## config.mk

```make
export PLATFORM = sky130hd
export DESIGN_NAME = reload_timer_16_split_8
export DESIGN_NICKNAME = d
export VERILOG_FILES = /design/src/shared/reload_timer_pkg.sv /design/src/shared/timer_tick_if.sv /design/src/tick_source.sv /design/src/reload_timer_16_split_8.sv
export VERILOG_INCLUDE_DIRS = /design/src /design/src/shared
export SDC_FILE = /design/constraint.sdc
export NUM_CORES = 1
export LEC_CHECK = 0
export ABC_AREA = 1
export ABC_CLOCK_PERIOD_IN_PS = 1700
export BUFFER_PORTS_ARGS = -buffer_cell sky130_fd_sc_hd__buf_2
export CAP_MARGIN = 30
export CORE_MARGIN = 5
export CORE_UTILIZATION = 50
export CTS_BUF_LIST = sky130_fd_sc_hd__clkbuf_2
export CTS_CLUSTER_DIAMETER = 100
export DETAILED_ROUTE_END_ITERATION = 10
export PLACE_DENSITY = 0.77
export SETUP_SLACK_MARGIN = 0.02
export SLEW_MARGIN = 30
export SYNTH_ARGS = -nofsm -noshare
export SYNTH_HDL_FRONTEND = slang
export SYNTH_SLANG_ARGS = --single-unit
```

## constraint.sdc

```tcl
create_clock -name clock -period 1.7 [get_ports clock]
set_input_delay 0.34 -clock clock [delete_from_list [all_inputs] [get_ports clock]]
set_output_delay 0.34 -clock clock [all_outputs]
set_load 0.01 [all_outputs]
```

## src/shared/reload_timer_defs.svh

```systemverilog
// constants for the split-capable auto-reload timer
// Overview of operation
// - split_mode_enable clear: one 16-bit counter; set: two 8-bit counters.
// - 16-bit wrap from 0xffff loads both reload bytes and sets high_overflow_flag.
// - 16-bit mode with timer interrupt enabled: request on every full overflow.
// - 16-bit mode, low irq enable set: also request on each low byte wrap.
// - split mode: each byte reloads from its own reload byte on its overflow.
// - split mode: run_control gates only the high byte; low byte always counts.
// - byte clock: sys_clk_a select set uses system clock, else div12 or ext/8.
// - external clock divided by 8 is synchronised; it must not exceed system clock.
// - split mode: high byte wrap 0xff to 0x00 sets high_overflow_flag.
// - split mode: low byte wrap 0xff to 0x00 sets low_overflow_flag.
// - split mode: request on high wraps, and on low wraps when enabled.
// - overflow flags are only ever cleared by software writing zero.
// - low byte sys_clk_a select clocks whole timer in 16-bit mode, low byte in split.
// - high byte sys_clk_a select matters only in split mode.
`ifndef RELOAD_TIMER_DEFS_SVH
`define RELOAD_TIMER_DEFS_SVH

// register addresses on the special function register port
`define RT_ADDR_CONTROL 8'h91
`define RT_ADDR_RELOAD_LO 8'h92
`define RT_ADDR_RELOAD_HI 8'h93
`define RT_ADDR_COUNT_LO 8'h94
`define RT_ADDR_COUNT_HI 8'h95

// timer_control field positions
`define RT_BIT_HIGH_FLAG 7
`define RT_BIT_LOW_FLAG 6
`define RT_BIT_LOW_IRQ_EN 5
`define RT_BIT_SPLIT 3
`define RT_BIT_RUN 2
`define RT_BIT_EXT_SEL 0

// reset values
`define RT_RESET_CONTROL 8'h00
`define RT_RESET_BYTE 8'h00

// prescaler counts
`define RT_DIV_SYS 12
`define RT_DIV_EXT 8

`endif

```

## src/shared/reload_timer_pkg.sv

```systemverilog
// types shared by the split-capable auto-reload timer
package reload_timer_pkg;
  typedef logic [7:0] sfr_addr_t;
  typedef logic [7:0] sfr_data_t;
  // counting mode, one-hot
  typedef enum logic [1:0] {
    MODE_WIDE = 2'b01,
    MODE_SPLIT = 2'b10
  } timer_mode_e;
endpackage

```

## src/shared/timer_tick_if.sv

```systemverilog
// prescaled tick strobes passed from the tick source to the timer core
`timescale 1ns/1ns
`default_nettype none
interface timer_tick_if;
  logic div12Tick; // one-cycle pulse every twelve system clocks
  logic ext8Tick; // one-cycle pulse every eighth external rising edge
  modport src (output div12Tick, output ext8Tick);
  modport sink (input div12Tick, input ext8Tick);
endinterface
`default_nettype wire

```

## src/tick_source.sv

```systemverilog
// prescalers: system clock divided by 12 and synchronised external clock divided by 8
`timescale 1ns/1ns
`default_nettype none
`include "reload_timer_defs.svh"
module tick_source #(
  parameter int unsigned SYS_DIV = `RT_DIV_SYS,
  parameter int unsigned EXT_DIV = `RT_DIV_EXT
) (
  input wire logic clock, // system clock
  input wire logic resetn, // async reset, active low
  input wire logic extClkIn, // external oscillator level
  timer_tick_if.src ticks // prescaled strobes
);
  logic [3:0] sysCnt_ff, nxt_sysCnt;
  logic [2:0] extCnt_ff, nxt_extCnt;
  logic extMeta_ff, extSync_ff, extPrev_ff;
  logic div12_ff, nxt_div12;
  logic ext8_ff, nxt_ext8;
  logic extRise;

  // edge found on the second stage only; the first stage feeds nothing else
  always_comb begin
    extRise = extSync_ff & ~extPrev_ff;
    nxt_div12 = (sysCnt_ff == 4'(SYS_DIV - 1));
    nxt_sysCnt = nxt_div12 ? 4'h0 : sysCnt_ff + 4'h1;
    nxt_ext8 = extRise && (extCnt_ff == 3'(EXT_DIV - 1));
    nxt_extCnt = extRise ? extCnt_ff + 3'h1 : extCnt_ff;
  end

  // registers only; an ext clock faster than the system clock would drop edges
  always_ff @(posedge clock or negedge resetn) begin
    if (!resetn) begin
      sysCnt_ff <= 4'h0;
      extCnt_ff <= 3'h0;
      extMeta_ff <= 1'b0;
      extSync_ff <= 1'b0;
      extPrev_ff <= 1'b0;
      div12_ff <= 1'b0;
      ext8_ff <= 1'b0;
    end else begin
      sysCnt_ff <= nxt_sysCnt;
      extCnt_ff <= nxt_extCnt;
      extMeta_ff <= extClkIn;
      extSync_ff <= extMeta_ff;
      extPrev_ff <= extSync_ff;
      div12_ff <= nxt_div12;
      ext8_ff <= nxt_ext8;
    end
  end

  assign ticks.div12Tick = div12_ff;
  assign ticks.ext8Tick = ext8_ff;
endmodule // tick_source
`default_nettype wire

```

## src/reload_timer_16_split_8.sv

```systemverilog
// auto-reload timer: one 16-bit counter or two 8-bit counters, with sfr port
`timescale 1ns/1ns
`default_nettype none
`include "reload_timer_defs.svh"
module reload_timer_16_split_8 (
  input wire logic clock, // system clock, 125 MHz
  input wire logic resetn, // async reset, active low
  input wire reload_timer_pkg::sfr_addr_t sfrAddr, // register address
  input wire logic sfrWrite, // write strobe
  input wire reload_timer_pkg::sfr_data_t sfrWdata, // write data
  input wire logic sfrRead, // read strobe
  output reload_timer_pkg::sfr_data_t sfrRdata, // read data, one cycle after strobe
  input wire logic lowSysClkSel, // low byte uses system clock
  input wire logic highSysClkSel, // high byte uses system clock in split mode
  input wire logic timerIrqEnable, // timer interrupt enable
  input wire logic extClkIn, // external oscillator level
  output logic irqRequest // interrupt request level
);
  import reload_timer_pkg::*;

  timer_tick_if ticks ();

  logic hiFlag_ff, nxt_hiFlag;
  logic loFlag_ff, nxt_loFlag;
  logic loIrqEn_ff, nxt_loIrqEn;
  logic split_ff, nxt_split;
  logic run_ff, nxt_run;
  logic extSel_ff, nxt_extSel;
  logic [7:0] reloadLo_ff, nxt_reloadLo;
  logic [7:0] reloadHi_ff, nxt_reloadHi;
  logic [7:0] cntLo_ff, nxt_cntLo;
  logic [7:0] cntHi_ff, nxt_cntHi;
  sfr_data_t rdata_ff, nxt_rdata;
  logic irq_ff, nxt_irq;

  logic lowTick, highTick, setHi, setLo, ctrlWr;
  logic [15:0] wideSum;
  timer_mode_e mode;
  sfr_data_t ctrlView;

  tick_source #(
    .SYS_DIV(`RT_DIV_SYS),
    .EXT_DIV(`RT_DIV_EXT)
  ) u_ticks (
    .clock(clock),
    .resetn(resetn),
    .extClkIn(extClkIn),
    .ticks(ticks)
  );

  // address match, used by every write and read decode
  function automatic logic sfrHit(input sfr_addr_t addr, input sfr_addr_t off);
    sfrHit = (addr == off);
  endfunction

  // count source per byte: system clock, or div12 / ext div8 by the ext select
  function automatic logic tickSel(input logic sysSel, input logic extSel, input logic d12, input logic e8);
    if (sysSel) begin
      tickSel = 1'b1;
    end else if (extSel) begin
      tickSel = e8;
    end else begin
      tickSel = d12;
    end
  endfunction

  // byte tick selection
  always_comb begin
    mode = split_ff ? MODE_SPLIT : MODE_WIDE;
    lowTick = tickSel(lowSysClkSel, extSel_ff, ticks.div12Tick, ticks.ext8Tick);
    // high select ignored in wide mode, so both bytes share the low clock
    if (split_ff) begin
      highTick = tickSel(highSysClkSel, extSel_ff, ticks.div12Tick, ticks.ext8Tick);
    end else begin
      highTick = lowTick;
    end
    ctrlWr = sfrWrite && sfrHit(sfrAddr, `RT_ADDR_CONTROL);
  end

  // counting and reload
  always_comb begin
    nxt_cntLo = cntLo_ff;
    nxt_cntHi = cntHi_ff;
    setHi = 1'b0;
    setLo = 1'b0;
    wideSum = {cntHi_ff, cntLo_ff} + 16'h0001;
    case (mode)
      MODE_WIDE: begin
        // hold while stopped, one step per selected tick while running
        if (run_ff && lowTick) begin
          if (cntLo_ff == 8'hff) begin
            setLo = 1'b1; // low byte wrap flagged in either mode
          end
          if ({cntHi_ff, cntLo_ff} == 16'hffff) begin
            nxt_cntLo = reloadLo_ff;
            nxt_cntHi = reloadHi_ff;
            setHi = 1'b1;
          end else begin
            nxt_cntLo = wideSum[7:0];
            nxt_cntHi = wideSum[15:8];
          end
        end
      end
      MODE_SPLIT: begin
        // low byte is free running, run bit does not gate it
        if (lowTick) begin
          if (cntLo_ff == 8'hff) begin
            nxt_cntLo = reloadLo_ff;
            setLo = 1'b1;
          end else begin
            nxt_cntLo = cntLo_ff + 8'h01;
          end
        end
        if (run_ff && highTick) begin
          if (cntHi_ff == 8'hff) begin
            nxt_cntHi = reloadHi_ff;
            setHi = 1'b1;
          end else begin
            nxt_cntHi = cntHi_ff + 8'h01;
          end
        end
      end
      default: begin
        nxt_cntLo = cntLo_ff;
        nxt_cntHi = cntHi_ff;
      end
    endcase
    // a software write to a count byte overrides the step in that cycle
    if (sfrWrite && sfrHit(sfrAddr, `RT_ADDR_COUNT_LO)) begin
      nxt_cntLo = sfrWdata;
    end
    if (sfrWrite && sfrHit(sfrAddr, `RT_ADDR_COUNT_HI)) begin
      nxt_cntHi = sfrWdata;
    end
  end

  // control and reload registers; hardware set beats a same-cycle software clear
  always_comb begin
    nxt_hiFlag = hiFlag_ff;
    nxt_loFlag = loFlag_ff;
    nxt_loIrqEn = loIrqEn_ff;
    nxt_split = split_ff;
    nxt_run = run_ff;
    nxt_extSel = extSel_ff;
    nxt_reloadLo = reloadLo_ff;
    nxt_reloadHi = reloadHi_ff;
    if (ctrlWr) begin
      nxt_hiFlag = sfrWdata[`RT_BIT_HIGH_FLAG];
      nxt_loFlag = sfrWdata[`RT_BIT_LOW_FLAG];
      nxt_loIrqEn = sfrWdata[`RT_BIT_LOW_IRQ_EN];
      nxt_split = sfrWdata[`RT_BIT_SPLIT];
      nxt_run = sfrWdata[`RT_BIT_RUN];
      nxt_extSel = sfrWdata[`RT_BIT_EXT_SEL];
    end
    // hardware only ever sets the flags here, never clears them; software writes above set or clear them
    nxt_hiFlag = nxt_hiFlag | setHi;
    nxt_loFlag = nxt_loFlag | setLo;
    if (sfrWrite && sfrHit(sfrAddr, `RT_ADDR_RELOAD_LO)) begin
      nxt_reloadLo = sfrWdata;
    end
    if (sfrWrite && sfrHit(sfrAddr, `RT_ADDR_RELOAD_HI)) begin
      nxt_reloadHi = sfrWdata;
    end
  end

  // interrupt level from the sticky flags; handler sorts out the source
  always_comb begin
    nxt_irq = timerIrqEnable && (hiFlag_ff || (loFlag_ff && loIrqEn_ff));
  end

  // read mux; unused control bits read as zero, unmapped addresses as zero
  always_comb begin
    ctrlView = 8'h00;
    ctrlView[`RT_BIT_HIGH_FLAG] = hiFlag_ff;
    ctrlView[`RT_BIT_LOW_FLAG] = loFlag_ff;
    ctrlView[`RT_BIT_LOW_IRQ_EN] = loIrqEn_ff;
    ctrlView[`RT_BIT_SPLIT] = split_ff;
    ctrlView[`RT_BIT_RUN] = run_ff;
    ctrlView[`RT_BIT_EXT_SEL] = extSel_ff;
    nxt_rdata = 8'h00;
    if (sfrRead) begin
      if (sfrHit(sfrAddr, `RT_ADDR_CONTROL)) begin
        nxt_rdata = ctrlView;
      end else if (sfrHit(sfrAddr, `RT_ADDR_RELOAD_LO)) begin
        nxt_rdata = reloadLo_ff;
      end else if (sfrHit(sfrAddr, `RT_ADDR_RELOAD_HI)) begin
        nxt_rdata = reloadHi_ff;
      end else if (sfrHit(sfrAddr, `RT_ADDR_COUNT_LO)) begin
        nxt_rdata = cntLo_ff;
      end else if (sfrHit(sfrAddr, `RT_ADDR_COUNT_HI)) begin
        nxt_rdata = cntHi_ff;
      end else begin
        nxt_rdata = 8'h00;
      end
    end
  end

  // state registers
  always_ff @(posedge clock or negedge resetn) begin
    if (!resetn) begin
      hiFlag_ff <= 1'b0;
      loFlag_ff <= 1'b0;
      loIrqEn_ff <= 1'b0;
      split_ff <= 1'b0;
      run_ff <= 1'b0;
      extSel_ff <= 1'b0;
      reloadLo_ff <= `RT_RESET_BYTE;
      reloadHi_ff <= `RT_RESET_BYTE;
      cntLo_ff <= `RT_RESET_BYTE;
      cntHi_ff <= `RT_RESET_BYTE;
      rdata_ff <= 8'h00;
      irq_ff <= 1'b0;
    end else begin
      hiFlag_ff <= nxt_hiFlag;
      loFlag_ff <= nxt_loFlag;
      loIrqEn_ff <= nxt_loIrqEn;
      split_ff <= nxt_split;
      run_ff <= nxt_run;
      extSel_ff <= nxt_extSel;
      reloadLo_ff <= nxt_reloadLo;
      reloadHi_ff <= nxt_reloadHi;
      cntLo_ff <= nxt_cntLo;
      cntHi_ff <= nxt_cntHi;
      rdata_ff <= nxt_rdata;
      irq_ff <= nxt_irq;
    end
  end

  assign sfrRdata = rdata_ff;
  assign irqRequest = irq_ff;
endmodule // reload_timer_16_split_8
`default_nettype wire

```

; ---- Yosys cells after proc, flatten, opt, wreduce, memory -nomap -nowiden
; Index checks and enable logic that the tools add are counted.
[totals]
word_cells = 94
inputBits = 24
output_inout_bits = 9
regBits = 59
[classes]
eq_ne = 16
bitwise_logic = 4
n_addsub = 5
n_reduce_logical = 15
mux = 35
[op_table]
columns = cell, count
row1 = $mux W8, 16
row2 = $eq A8 B8 Y1 const B, 7
row3 = $pmux W8 S2, 2
row4 = $add A16 B1 Y16 const B, 1
row5 = $add A8 B1 Y8 const B, 2
row6 = $eq A16 B16 Y1 const B, 1
row7 = $mux W1, 13
row8 = $ne A3 B3 Y1 const B, 4
row9 = $logic_and A1 B1 Y1, 10
row10 = $reduce_and A3 Y1, 2
row11 = $reduce_bool A3 Y1, 2
row12 = $add A4 B1 Y4 const B, 1
row13 = $eq A4 B4 Y1 const B, 1
row14 = $mux W4, 1
row15 = $pmux W1 S2, 2
row16 = $add A3 B1 Y3 const B, 1
row17 = $eq A3 B3 Y1 const B, 1
row18 = $eq A2 B1 Y1 const B, 1
row19 = $eq A2 B2 Y1 const B, 1
row20 = $mux W2, 1
row21 = $or A1 B1 Y1, 2
row22 = $and A1 B1 Y1, 1
row23 = $logic_or A1 B1 Y1, 1
row24 = $not A1 Y1, 1

; ---- Depth between registers and ports, before layout
[depth]
word_depth = 7
mapped_depth = 12

; ---- By module
; A second synthesis with hierarchy kept.
[hier_totals]
cells_unflattened = 519
area_unflattened_um2 = 3653.5
[by_module_without_submodules]
columns = module, area_each_um2, cells_per_inst, instances
row1 = reload_timer_16_split_8, 3190.6, 475, 1
row2 = tick_source, 462.9, 44, 1

; ---- Worst setup path before layout
; No wires, ideal clock.
[synth_timing]
path_type = reg2reg
start = reg cntHi_ff[0]
end = reg cntHi_ff[2]
setup_ns = 0.116
stages_incl_launch_ff = 11
arrival_ns = 1.417
period_less_slack_ns = 1.533
slack_ns = 0.167
path_cell_list = dfrtp_1 -> ha_1 -> nand2_2 -> nor2_2 -> nand2_4 -> nor2_1 -> nor2_1 -> nand3_1 -> nand3_1 -> nand2_1 -> nand2_1
[synth_between]
elab_chain_len = 5
word_cells_on_any_way = 10
cone_classes = add/sub (2) / eq/ne (2) / mux (6)
[synth_lines]
columns = element, line
row1 = start: declaration, reload_timer_16_split_8.sv:32  ; logic [7:0] cntHi_ff, nxt_cntHi;
row2 = start signal: assignment, reload_timer_16_split_8.sv:210  ; cntHi_ff <= `RT_RESET_BYTE;
row3 = start signal: assignment, reload_timer_16_split_8.sv:223  ; cntHi_ff <= nxt_cntHi;
row4 = "$add A16 B1 Y16, or another cell as far along", reload_timer_16_split_8.sv:86  ; wideSum = {cntHi_ff, cntLo_ff} + 16'h0001;
row5 = $mux W8 (on tied branches), "reload_timer_16_split_8.sv:94, reload_timer_16_split_8.sv:115"
row6 = $mux W8 (on tied branches), "reload_timer_16_split_8.sv:90, reload_timer_16_split_8.sv:114"
row7 = $pmux W8 S2 *, reload_timer_16_split_8.sv:87  ; case (mode)
row8 = $mux W8 *, reload_timer_16_split_8.sv:132  ; if (sfrWrite && sfrHit(sfrAddr, `RT_ADDR_COUNT_HI)) begin
; Mark *: on every way between the ends. The rest lies on a longest branch, timed or not. The select of a mux whose other input is x is not followed.
; A chain may end at the register's enable or synchronous reset.

; ---- Worst setup path after layout
[layout_timing]
start = reg cntLo_ff[0]
end = reg cntHi_ff[5]
[layout_between]
elab_chain_len = 5
word_cells_on_any_way = 6
cone_classes = add/sub (1) / eq/ne (1) / mux (4)
[layout_lines]
columns = element, line
row1 = start: declaration, reload_timer_16_split_8.sv:31  ; logic [7:0] cntLo_ff, nxt_cntLo;
row2 = start signal: assignment, reload_timer_16_split_8.sv:209  ; cntLo_ff <= `RT_RESET_BYTE;
row3 = start signal: assignment, reload_timer_16_split_8.sv:222  ; cntLo_ff <= nxt_cntLo;
row4 = $add A16 B1 Y16 or $eq A16 B16 Y1 (tied branches), "reload_timer_16_split_8.sv:86, reload_timer_16_split_8.sv:94"
row5 = $mux W8 *, reload_timer_16_split_8.sv:94  ; if ({cntHi_ff, cntLo_ff} == 16'hffff) begin
row6 = $mux W8 *, reload_timer_16_split_8.sv:90  ; if (run_ff && lowTick) begin
row7 = $pmux W8 S2 *, reload_timer_16_split_8.sv:87
row8 = $mux W8 *, reload_timer_16_split_8.sv:132
; Marked as above.

==> flow_summary_export.csv <==
group,metric,value,unit
detailed_routing,wl_per_cell,15.7,µm
cells_and_area,area_growth,21.0,%
sta,min_period,1.60,ns
clock_network,clockRootBuffer,"clkbuf_2",
clock_network,htreeDepth,3,
detailed_routing,wl,10.7,mm
job,drv_cap,0,
global_route,grt_max_degree,60,
sta,skew,0.0265,ns
synth,synth_area_leaders,"dfrtp_1 (41%), nand2_1 (15%), inv_1 (7.7%), nand3_1 (6.4%), o21ai_0 (5.0%)",
detailed_routing,route.vias.total,3666,
synth,postSynthCellCount,498,
worst_setup_path,critPathLaunchType,"flip-flop",
global_route,grt_use_total,25.1,%
power_and_ir_drop,ir_worst_vdd,0.661,mV
clock_network,cts_buffers,9,
placed_design,place_hpwl,8.03,mm
floorplan,core,7140,µm²
floorplan,start_util,50.6,%
clock_network,cts_buffer_depth,2,
worst_hold_path,min_path_type,"in2reg",
detailed_routing,drt_iter0_markers,310,
synth,synth_cell_type_count,38,
sta,clock.fmax,626,MHz
synth,avgSynthCellArea,7.25,µm²
placed_design,place_area,4120,µm²
cells_and_area,fin_nets,607,
global_route,antenna_found_initial,0,
sta,hold_ws,0.0561,ns
placed_design,port_buffers,32,
global_route,grt_pass1_vias,3437,
worst_setup_path,crit_path_end,"cntHi_ff[5]",
detailed_routing,drc,0,
floorplan,rows,31,
synth,yosysWarnings,0,
sta,relSlewSlack,70.7,%
power_and_ir_drop,power.leakage,2.35,nW
global_route,grt-ovfl-total,0,
detailed_routing,drtAntennaViolNets,0,
power_and_ir_drop,p_per_area,914,nW/µm²
floorplan,io_pins,33,
detailed_routing,via_per_inst,5.38,
worst_setup_path,path_max_fanout,5,
sta,fin_tns_setup,0,ns
sta,final-max-slew-violation-count,0,
worst_setup_path,cp-end-kind,"flip-flop",
clock_network,clk_pin_slew,0.20,ns
synth,synth_seq_cells,59,
clock_network,clock_latency,0.50,ns
worst_setup_path,r2r-end,"cntHi_ff[5]",
floorplan,fp.dieW,95.0,µm
worst_setup_path,rr_worst_depth,10,
floorplan,die_h,95.0,µm
cells_and_area,postLayoutCellArea,4370,µm²
floorplan,dieArea,9020,µm²
cells_and_area,fillers,677,
cells_and_area,drive_gt1_share,23.2,%
placed_design,finalWeightedCongestion,0.983,
synth,synth_area,3610,µm²
worst_setup_path,cp.required,2.11,ns
synth,synth_top_area_share,40.9,%
sta,rsz0062_at_grt,"false",
worst_setup_path,critPathArrivalTime,2.01,ns
clock_network,tritoncts,"yes",
detailed_routing,first_pass_iters,5,
worst_setup_path,reg2reg_slack,0.10,ns
synth,synth_fp_nets,528,
global_route,grt_first_pass_wirelength,17.1,mm
cells_and_area,diodes,0,
worst_setup_path,reg2reg_from,"cntLo_ff[0]",
worst_setup_path,crit_path_start,"cntLo_ff[0]",
sta,setup_viol,0,
synth,yosys.area.top_type,"dfrtp_1",
sta,finalCritPeriodShare,94.0,%
synth,ys_seq_area_share,40.9,%
sta,hold_viol,0,
run_status,status,"complete, no violations",
worst_setup_path,worstSetupPathType,"reg2reg",
sta,tightestPinTransition,0.435,ns
clock_network,cts_sinks,59,
-- per-layer routing --
metal	GRT usage, %	vias to the layer above	routed length [µm]
li1	-	1769	-
met1	35.2	1690	4670
met2	38.8	172	4850
met3	4.54	35	836
met4	9.38	0	353
met5	0	-	0
-- power by group --
part	internal, mW	leakage (nW)	switching (mW)
clock	0.335	0.0674	0.570
sequential	1.60	0.771	0.177
combinational	0.561	1.52	0.746
total	2.50	2.35	1.49
-- critical path, cell delays in order, from the launching register on --
cell and delay, ns:
dfrtp_1 0.41, buf_4 0.16, nand3_1 0.12, nor2_1 0.30, nand3_1 0.12, nand2_1 0.08
nand3_1 0.10, nand2_1 0.08, nand2_1 0.05, nand2_1 0.05, nand2_1 0.04
-- layout make-up --
| class | count | area [µm²] | share of cell area (%) |
|---|---|---|---|
| Clock buffer | 9 | 45.0 | 1.03 |
| Clock inverter | 7 | 67.6 | 1.55 |
| Inverter | 81 | 315 | 7.22 |
| Multi-Input combinational cell | 353 | 1850 | 42.3 |
| Sequential cell | 59 | 1480 | 33.9 |
| Tap cell | 99 | 124 | 2.84 |
| Timing Repair Buffer | 73 | 489 | 11.2 |
-- sequential cells by signal, summed over array words and instances (netlist names), 3 cells and up --
register and flops:
sfrRdata 8, cntHi_ff 8, reloadHi_ff 8, u_ticks.sysCnt_ff 4, reloadLo_ff 8, cntLo_ff 8, u_ticks.extCnt_ff 3
-- kinds of logic (layout without fill, tap and decap cells) --
| family | count (synthesis) | after routing | share of synthesized area, % |
|---|---|---|---|
| mux | 3 | 3 | 0.901 |
| compound gates | 74 | 74 | 11.4 |
| xor+xnor | 5 | 5 | 1.21 |
| fa+ha+maj | 6 | 6 | 2.08 |
| flops | 59 | 59 | 40.9 |
| simple gates | 264 | 265 | 33.9 |
| buf+inv | 87 | 170 | 9.57 |
-- how the worst min path moves through the flow --
stage / from / cells past startpoint / to / slack (ns)
floorplan: resetn / 0 / cntHi_ff[0] / 0.04
global placement: u_ticks.extMeta_ff / 0 / u_ticks.extSync_ff / 0.35
detailed placement: u_ticks.extMeta_ff / 0 / u_ticks.extSync_ff / 0.34
CTS: sfrWdata[0] / 3 / cntLo_ff[0] / 0.04
global route: timerIrqEnable / 2 / irqRequest / 0.03
finish: sfrWdata[0] / 3 / cntLo_ff[0] / 0.06
-- through the flow --
| step | util (%) | setup WS (ns) | power, mW | std cells |
|---|---|---|---|---|
| after floorplan | - | 0.167 | 2.52 | 498 |
| after CTS | 59.6 | 0.0250 | 3.92 | 674 |
| after detailed placement | 57.7 | 0.0498 | 3.02 | 656 |
| after global placement | 57.7 | 0.0522 | 3.01 | 656 |
| after global routing | 61.2 | 0.0275 | 4.28 | 681 |
| final | 61.2 | 0.102 | 3.99 | 681 |
-- timing repair --
action / CTS / global route
setup endpoints to repair: 0 / 17
endpoints found under the hold margin: 60 / 0
buffers inserted: 0 / 6
hold buffers: 2 / 0
gates resized for setup: 0 / 21
-- layout by cell type (no fill, tap or decap), types with 12 or more instances in the layout --
cell type | netlist | layout
buf_4 | 1 | 37
o21ai_0 | 36 | 35
nor2_1 | 38 | 34
buf_2 | 4 | 32
nand2_1 | 143 | 141
dfrtp_1 | 59 | 56
inv_1 | 74 | 74
nand3_1 | 46 | 46
o21ai_1 | 14 | 15
nand2_2 | 11 | 12
-- Yosys cell counts --
cell type  instances
nand2_1          143
inv_2              4
xnor2_1            3
nor3_2             1
o21ai_0           36
or2_2              1
nor2_2             3
o211ai_1           7
a21boi_0           1
nand3_1           46
nand3_2            1
nand4_2            1
ha_1               6
nor2_4             2
o2111ai_1          1
o22ai_1            6
nor3_1             1
inv_4              1
buf_2              4
nand2_4            4
a31oi_1            2
o221ai_1           1
clkbuf_2           1
nor2_8             3
o21bai_1           1
nor2_1            38
inv_1             74
mux2i_1            1
nand2_2           11
clkinv_2           1
mux2_2             2
a21oi_1            5
nand4_1            9
clkinv_4           1
dfrtp_1           59
xor2_1             2
o21ai_1           14
buf_4              1
Power figures use the tool's default switching activity.
